### src/pkg/crp_pkg.sv
// constants, register map and types of the class readout post-processor
// assumes a 100 MHz system clock and a 32-bit classic Wishbone slave port
package crp_pkg;
  localparam int CRP_NCLASS = 16;
  localparam int CRP_IDXW = 4;
  localparam int CRP_CNTW = 16;
  localparam int CRP_ACCW = 21;
  localparam logic [3:0] CRP_READOUT_DEST = 4'hc;
  // register byte offsets
  localparam logic [3:0] CRP_OFF_CTRL = 4'h0;
  localparam logic [3:0] CRP_OFF_THRESH = 4'h4;
  localparam logic [3:0] CRP_OFF_RESULT = 4'h8;
  localparam logic [3:0] CRP_OFF_STATUS = 4'hc;
  // control register fields
  localparam int CRP_C_EN = 0;
  localparam int CRP_C_FORCE = 1;
  localparam int CRP_C_LONGWIN = 2;
  localparam int CRP_C_BYPASS = 3;
  localparam int CRP_C_PINMON = 4;
  localparam int CRP_C_EXTCLK = 5;
  localparam int CRP_C_ADDR = 8;
  localparam int CRP_C_MODE = 12;
  localparam int CRP_C_DIV = 16;
  localparam int CRP_C_SELN = 20;
  localparam logic [31:0] CRP_CTRL_RST = 32'h0;
  localparam logic [31:0] CRP_CTRL_MASK = 32'h00f3333f;
  localparam logic [15:0] CRP_THRESH_RST = 16'h0;
  // status register fields
  localparam int CRP_S_BUSY = 0;
  localparam int CRP_S_INT = 1;
  localparam int CRP_S_PINS = 4;
  localparam int CRP_S_MAX = 8;
  // averaging window shifts: 16 and 32 slow periods
  localparam logic [2:0] CRP_SHIFT_SHORT = 3'h4;
  localparam logic [2:0] CRP_SHIFT_LONG = 3'h5;
  // divider: half period is 2^(exp-1), exp = 14 + field
  localparam int CRP_DIV_EXP_MIN = 14;
  localparam int CRP_DIVW = 17;
  // result word layout
  localparam int CRP_RESW = 21;
  localparam int CRP_RES_VALID = 20;
  localparam int CRP_RES_IDX = 16;
  // output modes
  localparam logic [1:0] CRP_MODE_OFF = 2'h0;
  localparam logic [1:0] CRP_MODE_CMP = 2'h1;
  localparam logic [1:0] CRP_MODE_SEL = 2'h2;
  localparam logic [1:0] CRP_MODE_MAX = 2'h3;
  // timestamp timing
  localparam int CRP_CLK_PERIOD_NS = 10;
  localparam int CRP_TS_UNIT_NS = 1000;
  localparam int CRP_US_CYC = CRP_TS_UNIT_NS / CRP_CLK_PERIOD_NS;
  typedef enum logic [1:0] {
    CRP_IDLE,
    CRP_UPDATE,
    CRP_SEARCH,
    CRP_REPORT
  } crp_state_t;
endpackage

### src/rtl/crp_readout.sv
// class readout post-processor: moving averages, max search, pin report
// assumes synchronous inputs on ref_clk and a classic Wishbone master
// What this block does
// - average per class, find max, compare threshold
// - slow clock paces average updates
// - interrupt low while max not above threshold and force-report off
// - force-report raises interrupt every slow tick
// - interrupt rises only at slow falling edge
// - index pins active only on hit or force
// - index pins show binary max class index
// - accept spikes with destination twelve when enabled
// - two-bit selection of four neuron address layouts
// - comparison positive only when strictly greater
// - window sixteen or thirty-two slow periods
// - filter on after reset, bypass gives one
// - pin watching reports index with microsecond stamp
// - 21-bit result word each slow cycle
// - mode zero holds low field at zero
// - mode one puts comparison bits low
// - mode two selected average, valid after compute
// - mode three puts largest average low
// - one slow clock drives leak, filter, readout
// - internal clock counts vision sensor events
// - event count exponent fourteen to seventeen
//
// Register access over Wishbone and the placing of the registers were decided locally.
`timescale 1ns/1ns
module crp_readout
  import crp_pkg::*;
(
  input wire logic ref_clk,
  input wire logic rstn,
  input wire logic wb_cyc_i,
  input wire logic wb_stb_i,
  input wire logic wb_we_i,
  input wire logic [3:0] wb_adr_i,
  input wire logic [3:0] wb_sel_i,
  input wire logic [31:0] wb_dat_i,
  output logic [31:0] wb_dat_o,
  output logic wb_ack_o,
  input wire logic spikeValid,
  input wire logic [3:0] spikeDest,
  input wire logic [1:0] spikeX,
  input wire logic [1:0] spikeY,
  input wire logic [3:0] spikeF,
  input wire logic dvsEvent,
  input wire logic slowClkExt,
  output logic slowClkOut,
  output logic intOut,
  output logic [3:0] classIndexPins,
  output logic [CRP_RESW-1:0] resultWord,
  output logic pinEvtValid,
  output logic [3:0] pinEvtIndex,
  output logic [31:0] pinEvtTime
);
  logic [31:0] ctrl_q;
  logic [15:0] thresh_q;
  logic ack_q;
  logic [31:0] rdat_q;
  logic [CRP_DIVW-1:0] divCnt_q;
  logic slowInt_q;
  logic slowClk_q;
  logic slowPrev_q;
  logic pend_q;
  crp_state_t state_q;
  logic [3:0] srch_q;
  logic [15:0] bestAvg_q;
  logic [3:0] bestIdx_q;
  logic [CRP_NCLASS-1:0] cmp_q;
  logic [CRP_CNTW-1:0] cnt_q [CRP_NCLASS];
  logic [CRP_CNTW-1:0] snap_q [CRP_NCLASS];
  logic [CRP_ACCW-1:0] acc_q [CRP_NCLASS];
  logic [15:0] avg_q [CRP_NCLASS];
  logic intOut_q;
  logic [3:0] pins_q;
  logic [CRP_RESW-1:0] res_q;
  logic evtValid_q;
  logic [3:0] evtIdx_q;
  logic [31:0] evtTime_q;
  logic [6:0] usPre_q;
  logic [31:0] usTime_q;

  logic ctrlEn, ctrlForce, ctrlLong, ctrlBypass, ctrlPinMon, ctrlExt;
  logic [1:0] ctrlAddr, ctrlMode, ctrlDiv;
  logic [3:0] ctrlSelN;
  logic [2:0] winShift;
  logic [CRP_DIVW-1:0] divHalf;
  logic tick, take, spikeTaken, maxHit, reportOn;
  logic [3:0] spikeCls;
  logic [15:0] avgCur;
  logic [31:0] wrMask;
  logic busAcc;

  assign ctrlEn = ctrl_q[CRP_C_EN];
  assign ctrlForce = ctrl_q[CRP_C_FORCE];
  assign ctrlLong = ctrl_q[CRP_C_LONGWIN];
  assign ctrlBypass = ctrl_q[CRP_C_BYPASS];
  assign ctrlPinMon = ctrl_q[CRP_C_PINMON];
  assign ctrlExt = ctrl_q[CRP_C_EXTCLK];
  assign ctrlAddr = ctrl_q[CRP_C_ADDR +: 2];
  assign ctrlMode = ctrl_q[CRP_C_MODE +: 2];
  assign ctrlDiv = ctrl_q[CRP_C_DIV +: 2];
  assign ctrlSelN = ctrl_q[CRP_C_SELN +: 4];

  // bus slave: one wait state, ack for one cycle, unmapped reads zero
  assign busAcc = wb_cyc_i && wb_stb_i && !ack_q;
  assign wrMask = {{8{wb_sel_i[3]}}, {8{wb_sel_i[2]}},
                   {8{wb_sel_i[1]}}, {8{wb_sel_i[0]}}};

  always_ff @(posedge ref_clk or negedge rstn)
    if (!rstn)
      ack_q <= 1'b0;
    else
      ack_q <= busAcc;

  always_ff @(posedge ref_clk or negedge rstn)
    if (!rstn)
    begin
      ctrl_q <= CRP_CTRL_RST;
      thresh_q <= CRP_THRESH_RST;
    end
    else if (busAcc && wb_we_i)
    begin
      if (wb_adr_i == CRP_OFF_CTRL)
        ctrl_q <= ((ctrl_q & ~wrMask) | (wb_dat_i & wrMask))
                  & CRP_CTRL_MASK;
      if (wb_adr_i == CRP_OFF_THRESH)
        thresh_q <= (thresh_q & ~wrMask[15:0])
                    | (wb_dat_i[15:0] & wrMask[15:0]);
    end

  always_ff @(posedge ref_clk or negedge rstn)
    if (!rstn)
      rdat_q <= 32'h0;
    else if (busAcc && !wb_we_i)
    begin
      unique case (wb_adr_i)
        CRP_OFF_CTRL: rdat_q <= ctrl_q;
        CRP_OFF_THRESH: rdat_q <= {16'h0, thresh_q};
        CRP_OFF_RESULT: rdat_q <= {11'h0, res_q};
        CRP_OFF_STATUS:
          rdat_q <= {20'h0, bestIdx_q, pins_q, 2'h0, intOut_q,
                     state_q != CRP_IDLE};
        default: rdat_q <= 32'h0;
      endcase
    end

  // internal slow clock: toggles every 2^(exp-1) vision events
  assign divHalf = CRP_DIVW'(1) << (CRP_DIV_EXP_MIN - 1 + int'(ctrlDiv));

  always_ff @(posedge ref_clk or negedge rstn)
    if (!rstn)
    begin
      divCnt_q <= '0;
      slowInt_q <= 1'b0;
    end
    else if (dvsEvent)
    begin
      if (divCnt_q >= divHalf - CRP_DIVW'(1))
      begin
        divCnt_q <= '0;
        slowInt_q <= !slowInt_q;
      end
      else
        divCnt_q <= divCnt_q + CRP_DIVW'(1);
    end

  // one shared source, also driven out to leak and filter logic
  always_ff @(posedge ref_clk or negedge rstn)
    if (!rstn)
    begin
      slowClk_q <= 1'b0;
      slowPrev_q <= 1'b0;
    end
    else
    begin
      slowClk_q <= ctrlExt ? slowClkExt : slowInt_q;
      slowPrev_q <= slowClk_q;
    end

  assign tick = slowPrev_q && !slowClk_q;
  assign take = (state_q == CRP_IDLE) && (tick || pend_q);

  // a tick during computation is held, not lost
  always_ff @(posedge ref_clk or negedge rstn)
    if (!rstn)
      pend_q <= 1'b0;
    else if (take)
      pend_q <= 1'b0;
    else if (tick)
      pend_q <= 1'b1;

  // address layout to class index
  always_comb
  begin
    unique case (ctrlAddr)
      2'h0: spikeCls = {spikeF[1:0], spikeY[0], spikeX[0]};
      2'h1: spikeCls = {spikeF[0], spikeY[1:0], spikeX[0]};
      2'h2: spikeCls = {spikeY[1:0], spikeX[1:0]};
      2'h3: spikeCls = spikeF;
    endcase
  end

  assign spikeTaken = spikeValid && ctrlEn
                      && (spikeDest == CRP_READOUT_DEST);
  assign winShift = ctrlLong ? CRP_SHIFT_LONG : CRP_SHIFT_SHORT;

  genvar gi;
  generate
    for (gi = 0; gi < CRP_NCLASS; gi++)
    begin : g_cls
      logic hit;
      logic [CRP_CNTW:0] cntInc;
      logic [CRP_ACCW:0] accNext;
      assign hit = spikeTaken && (spikeCls == 4'(gi));
      assign cntInc = {1'b0, cnt_q[gi]} + {{CRP_CNTW{1'b0}}, hit};
      assign accNext = {1'b0, acc_q[gi]} - {1'b0, acc_q[gi] >> winShift}
                       + {{(CRP_ACCW-CRP_CNTW+1){1'b0}}, snap_q[gi]};

      // per-period spike count, saturating; snapshot at the tick
      always_ff @(posedge ref_clk or negedge rstn)
        if (!rstn)
        begin
          cnt_q[gi] <= '0;
          snap_q[gi] <= '0;
        end
        else if (take)
        begin
          snap_q[gi] <= cntInc[CRP_CNTW] ? '1 : cntInc[CRP_CNTW-1:0];
          cnt_q[gi] <= '0;
        end
        else if (hit && !cntInc[CRP_CNTW])
          cnt_q[gi] <= cntInc[CRP_CNTW-1:0];

      // leaky accumulator holds average scaled by window length
      always_ff @(posedge ref_clk or negedge rstn)
        if (!rstn)
        begin
          acc_q[gi] <= '0;
          avg_q[gi] <= '0;
        end
        else if (state_q == CRP_UPDATE)
        begin
          if (ctrlBypass)
          begin
            acc_q[gi] <= '0;
            avg_q[gi] <= snap_q[gi];
          end
          else
          begin
            acc_q[gi] <= accNext[CRP_ACCW-1:0];
            avg_q[gi] <= 16'(accNext[CRP_ACCW-1:0] >> winShift);
          end
        end
    end
  endgenerate

  // sequencer: update all, then walk classes one per cycle for the max
  always_ff @(posedge ref_clk or negedge rstn)
    if (!rstn)
    begin
      state_q <= CRP_IDLE;
      srch_q <= '0;
    end
    else
    begin
      unique case (state_q)
        CRP_IDLE:
          if (take)
            state_q <= CRP_UPDATE;
        CRP_UPDATE:
        begin
          srch_q <= '0;
          state_q <= CRP_SEARCH;
        end
        CRP_SEARCH:
        begin
          srch_q <= srch_q + 4'h1;
          if (srch_q == 4'(CRP_NCLASS - 1))
            state_q <= CRP_REPORT;
        end
        CRP_REPORT:
          state_q <= CRP_IDLE;
      endcase
    end

  assign avgCur = avg_q[srch_q];

  // first class wins a tie
  always_ff @(posedge ref_clk or negedge rstn)
    if (!rstn)
    begin
      bestAvg_q <= '0;
      bestIdx_q <= '0;
      cmp_q <= '0;
    end
    else if (state_q == CRP_SEARCH)
    begin
      if (srch_q == 4'h0 || avgCur > bestAvg_q)
      begin
        bestAvg_q <= avgCur;
        bestIdx_q <= srch_q;
      end
      cmp_q[srch_q] <= avgCur > thresh_q;
    end

  assign maxHit = bestAvg_q > thresh_q;
  assign reportOn = ctrlForce || maxHit;

  // pins and interrupt move only at the report after a falling edge
  always_ff @(posedge ref_clk or negedge rstn)
    if (!rstn)
    begin
      intOut_q <= 1'b0;
      pins_q <= '0;
    end
    else if (state_q == CRP_REPORT)
    begin
      intOut_q <= reportOn;
      pins_q <= reportOn ? bestIdx_q : 4'h0;
    end

  // valid drops while a new result is computed
  always_ff @(posedge ref_clk or negedge rstn)
    if (!rstn)
      res_q <= '0;
    else if (take)
      res_q[CRP_RES_VALID] <= 1'b0;
    else if (state_q == CRP_REPORT)
    begin
      res_q[CRP_RES_VALID] <= 1'b1;
      res_q[CRP_RES_IDX +: 4] <= bestIdx_q;
      unique case (ctrlMode)
        CRP_MODE_OFF: res_q[15:0] <= 16'h0;
        CRP_MODE_CMP: res_q[15:0] <= cmp_q;
        CRP_MODE_SEL: res_q[15:0] <= avg_q[ctrlSelN];
        CRP_MODE_MAX: res_q[15:0] <= bestAvg_q;
      endcase
    end

  // microsecond timestamp for pin events
  always_ff @(posedge ref_clk or negedge rstn)
    if (!rstn)
    begin
      usPre_q <= '0;
      usTime_q <= '0;
    end
    else if (usPre_q == 7'(CRP_US_CYC - 1))
    begin
      usPre_q <= '0;
      usTime_q <= usTime_q + 32'h1;
    end
    else
      usPre_q <= usPre_q + 7'h1;

  always_ff @(posedge ref_clk or negedge rstn)
    if (!rstn)
    begin
      evtValid_q <= 1'b0;
      evtIdx_q <= '0;
      evtTime_q <= '0;
    end
    else
    begin
      evtValid_q <= (state_q == CRP_REPORT) && ctrlPinMon
                    && reportOn;
      if (state_q == CRP_REPORT && ctrlPinMon && reportOn)
      begin
        evtIdx_q <= bestIdx_q;
        evtTime_q <= usTime_q;
      end
    end

  assign wb_ack_o = ack_q;
  assign wb_dat_o = rdat_q;
  assign slowClkOut = slowClk_q;
  assign intOut = intOut_q;
  assign classIndexPins = pins_q;
  assign resultWord = res_q;
  assign pinEvtValid = evtValid_q;
  assign pinEvtIndex = evtIdx_q;
  assign pinEvtTime = evtTime_q;

  a_calc_length: assert property (@(posedge ref_clk) disable iff (!rstn)
    take |-> ##18 state_q == CRP_REPORT)
    else $error("report not 18 cycles after tick");
  a_int_low_miss: assert property (@(posedge ref_clk) disable iff (!rstn)
    state_q == CRP_REPORT && !ctrlForce && !maxHit |=> !intOut_q)
    else $error("interrupt high without threshold hit");
  a_force_int: assert property (@(posedge ref_clk) disable iff (!rstn)
    state_q == CRP_REPORT && ctrlForce |=> intOut_q && pinEvtValid
      == $past(ctrlPinMon))
    else $error("force report did not raise interrupt");
  a_int_rise_edge: assert property (@(posedge ref_clk) disable iff (!rstn)
    $rose(intOut_q) |-> $past(state_q == CRP_REPORT))
    else $error("interrupt rose outside report");
  a_pins_quiet: assert property (@(posedge ref_clk) disable iff (!rstn)
    state_q == CRP_REPORT && !reportOn |=> classIndexPins == 4'h0)
    else $error("index pins active without hit");
  a_pins_index: assert property (@(posedge ref_clk) disable iff (!rstn)
    state_q == CRP_REPORT && reportOn
      |=> classIndexPins == $past(bestIdx_q))
    else $error("index pins differ from max class");
  a_strict_cmp: assert property (@(posedge ref_clk) disable iff (!rstn)
    state_q == CRP_SEARCH && avgCur == thresh_q
      |=> !cmp_q[$past(srch_q)])
    else $error("equal average counted as above threshold");
  a_bypass_avg: assert property (@(posedge ref_clk) disable iff (!rstn)
    state_q == CRP_UPDATE && ctrlBypass
      |=> avg_q[0] == $past(snap_q[0]))
    else $error("bypass average is not last period count");
  a_valid_late: assert property (@(posedge ref_clk) disable iff (!rstn)
    $rose(res_q[CRP_RES_VALID]) |-> $past(state_q == CRP_REPORT))
    else $error("data valid before computation done");
  a_mode_off: assert property (@(posedge ref_clk) disable iff (!rstn)
    state_q == CRP_REPORT && ctrlMode == CRP_MODE_OFF
      |=> res_q[15:0] == 16'h0)
    else $error("low field not zero in mode zero");
  a_ext_clk: assert property (@(posedge ref_clk) disable iff (!rstn)
    ctrlExt |=> slowClk_q == $past(slowClkExt))
    else $error("slow clock not following external input");
endmodule

### config.mk
export PLATFORM = sky130hd
export DESIGN_NAME = crp_readout
export DESIGN_NICKNAME = d
export VERILOG_FILES = /design/src/pkg/crp_pkg.sv /design/src/rtl/crp_readout.sv
export SDC_FILE = /design/constraint.sdc
export NUM_CORES = 2
export LEC_CHECK = 0
export BUFFER_PORTS_ARGS = -buffer_cell sky130_fd_sc_hd__buf_4
export CORE_UTILIZATION = 58
export CTS_BUF_LIST = sky130_fd_sc_hd__clkbuf_16
export DETAILED_ROUTE_END_ITERATION = 10
export PLACE_DENSITY = 0.75
export SLEW_MARGIN = 20
export SYNTH_ARGS = -nofsm -noshare
export SYNTH_HDL_FRONTEND = slang
export SYNTH_SLANG_ARGS = --single-unit
### constraint.sdc
create_clock -name ref_clk -period 4.3 [get_ports ref_clk]
set_clock_uncertainty 0.1 [all_clocks]
set_input_delay 1.29 -clock ref_clk [delete_from_list [all_inputs] [get_ports ref_clk]]
set_output_delay 1.29 -clock ref_clk [all_outputs]
set_load 0.005 [all_outputs]
==> run summary <==
DR vias: 79600
largest net degree at the start of global routing: 148
clk_lat worst skew: 810 ps
RSZ-0062 raised after global routing: yes
gr ovfl total: 0
# setup viols final: 2
arrival time at the worst endpoint: 4930 ps
Clock Pin Slew Worst Setup and Hold Paths: 60 ps
reg2reg path depth: 18
Async S/R FF share, synth: 100%
peak fanout along the critical path: 34
number of port buffers: 137
initial antenna violation count: 10
max-cap check violation count: 0
fin area: 0.106 mm2
pre-CTS WS: -918 ps
Final TNS setup: -40.4 ps
placed wire-length estimate: 205 mm
crit start category: flop
CTS Buf Count: 152
first-pass GRT wire length: 437 mm
Worst-Margin Slew: 1100 ps
data required time of the worst path: 4900 ps
failing checks: setup timing
sequential element share of the synthesized area: 36.5%
Die X: 398 um
core area: 0.155 mm2
Tightest Hold Check Type: primary input to async pin
H-tree depth: 4
number of global-route vias before repair: 76600
clock sink count: 1326
mean post-synth cell area: 9.01 um2
layout cells sized above 1: 17.6%
Post-synth EDFFs: 0
Cells after DPL: 12400
DR WL/cell: 22.4 um
Starting Density: 58.8%
io pins: 157
routed wire length: 285 mm
root buffer cell: clkbuf_16
Post-route DRC: 0
crit path to: avg_q[191]$_DFFE_PN0N_
Seq cells post-synth: 1326
Synth-to-Final Area Change: 17.1%
Final WS setup: -35.0 ps
Synthesis Warnings: 0
Cell Area, Placed: 0.0987 mm2
Tot GR Track Use: 35.3%
pins over their slew limit: 0
mapped cell area: 0.0909 mm2
status: finished with violations
library cells used by synthesis: 100
CTS tree: yes
Syn Inst Count: 10100
Worst slew margin: 26.8%
Vias/cell: 6.23
die area: 0.158 mm2
DR pass1 iterations: 6
clk buf depth: 3
Routed Antenna Nets: 0
Chip Height: 398 um
CP Capture Type: flop
worst setup path class: flop to flop
# nets final: 11400
Rows: 144
Non-Filler Instances: 12800
cts hold-fix bufs: 0
ys flop type: dfrtp_1
Initial DRC Count: 8466
crit path time final: 4340 ps
gpl congestion: 1.03
Final Hold Viols: 0
R2R setup slack: -40 ps
fmax: 0.231 GHz
reg-to-reg endpoint: avg_q[191]$_DFFE_PN0N_
fin crit share: 101%
-- synth_stat cells (17+ instances only) --
master     count  area share (%)
xor2_1       383             3.7
inv_1       1244             5.1
or3_1         53            0.36
nand2_1      830             3.4
a21o_1       163             1.3
and3_1       120            0.83
nor2b_1       28            0.19
mux2i_1       56            0.62
o221ai_1      45            0.43
o211ai_1      64            0.53
dfrtp_1     1326              36
and2_1        37            0.25
nand4_1       69            0.47
o2bb2ai_1     86            0.83
o21bai_1      44            0.36
nor3_1       147            0.81
o21ai_0     1151             6.3
xnor2_1      275             2.6
buf_1         41            0.17
o31ai_1       26            0.21
a22o_1        57            0.55
and4_1        21            0.20
fa_1         256             5.6
o21a_1        37            0.31
a22oi_1       31            0.26
nand2b_1      42            0.29
mux4_2       162             4.0
nand3b_1      27            0.22
or2_2         17            0.12
o22ai_1      232             1.6
clkbuf_1     434             1.8
buf_2         24            0.13
a211oi_1      76            0.63
a21oi_1      458             2.5
nor4_1        20            0.14
a31oi_1       97            0.67
nand3_1      275             1.5
nor2_1       739             3.1
mux2_2       200             2.5
a221oi_1      32            0.31
ha_1         455             6.3
-- what timing repair did --
item                       4_1_cts  5_1_grt
setup endpoints to repair      146      284
cloned                           0       13
resized for setup               71      414
setup buffers                    6       54
pin swaps                       10      172
-- worst min-delay path by stage --
stage,to,slack (ps),cells after the start
floorplan,slowPrev_q$_DFF_PN0_,300,0
global placement,usPre_q[0]$_DFF_PN0_,350,1
detailed placement,usPre_q[0]$_DFF_PN0_,360,1
CTS,divCnt_q[5]$_DFFE_PN0P_,340,1
global route,divCnt_q[5]$_DFFE_PN0P_,360,1
finish,divCnt_q[5]$_DFFE_PN0P_,340,1
-- placed cells by master (no fill, tap or decap), types with 80 or more instances in the layout --
| cell type | synthesis | final |
|---|---|---|
| dfrtp_1 | 1326 | 1318 |
| inv_1 | 1244 | 1265 |
| o21ai_0 | 1151 | 1047 |
| nand2_1 | 830 | 818 |
| buf_4 | 9 | 740 |
| nor2_1 | 739 | 706 |
| a21oi_1 | 458 | 412 |
| ha_1 | 455 | 402 |
| xor2_1 | 383 | 365 |
| nand3_1 | 275 | 268 |
| xnor2_1 | 275 | 254 |
| fa_1 | 256 | 243 |
| o22ai_1 | 232 | 229 |
| mux2_2 | 200 | 196 |
| clkbuf_16 | 0 | 167 |
| a21o_1 | 163 | 163 |
| mux4_2 | 162 | 162 |
| nor3_1 | 147 | 141 |
| and3_1 | 120 | 103 |
| a31oi_1 | 97 | 90 |
| o2bb2ai_1 | 86 | 84 |
| o21ai_1 | 3 | 80 |
-- registers in the layout (all words and copies together), names as in the netlist, 2 cells and up, named ones only --
name            flops
pinEvtIndex         4
avg_q             256
classIndexPins      4
srch_q              4
state_q             2
wb_dat_o           24
usTime_q           32
usPre_q             7
cnt_q             256
resultWord         21
snap_q            256
divCnt_q           17
bestAvg_q          16
cmp_q              16
acc_q             336
pinEvtTime         32
bestIdx_q           4
-- routing by layer --
layer	track usage, %	wire [um]	part of all wire (%)
met5	0	27	0.0095
met2	53.1	126000	44
met1	48.9	116000	41
met4	15.6	14700	5.1
met3	7.71	29400	10
-- metrics by stage --
stage / hold slack, ps / utilization [%]
2_1_floorplan: 296 / -
3_3_place_gp: 346 / 63.8
3_5_place_dp: 363 / 63.8
4_1_cts: 344 / 67.2
5_1_grt: 356 / 68.8
6_report: 340 / 68.8
-- logic make-up after synthesis --
group,share of synthesized area (%)
other cells,0.00412
compound gates,18.4
mux,7.10
xor+xnor,6.43
flops,36.5
fa+ha+maj,11.9
simple gates,12.4
buf+inv,7.32
-- worst max-delay path, cell delays in order, from the launching register on --
cell      delay, ps
dfrtp_4         520
buf_4           160
buf_12          140
buf_12          170
nand2_1          80
o21ai_1          80
fa_1            490
inv_1            80
ha_1            310
a21o_1          170
a21oi_2         180
o211ai_1        140
a211o_1         370
a211o_1         320
o211a_1         260
o311ai_2        250
buf_4           190
o21a_1          100
a21oi_1          60
-- final cells by class --
cell class | count | area (um2)
repair buffers | 841 | 7570
multi-input cells | 7023 | 53500
clock buffers | 156 | 3900
fillers | 11700 | 48300
clock inverters | 121 | 1050
diodes | 4 | 10.0
well taps | 2044 | 2560
flip-flops and latches | 1326 | 33200
inverters | 1248 | 4700
Power is not shown: default switching activity piles up to over one toggle a cycle in this logic, so the estimate is an artifact.
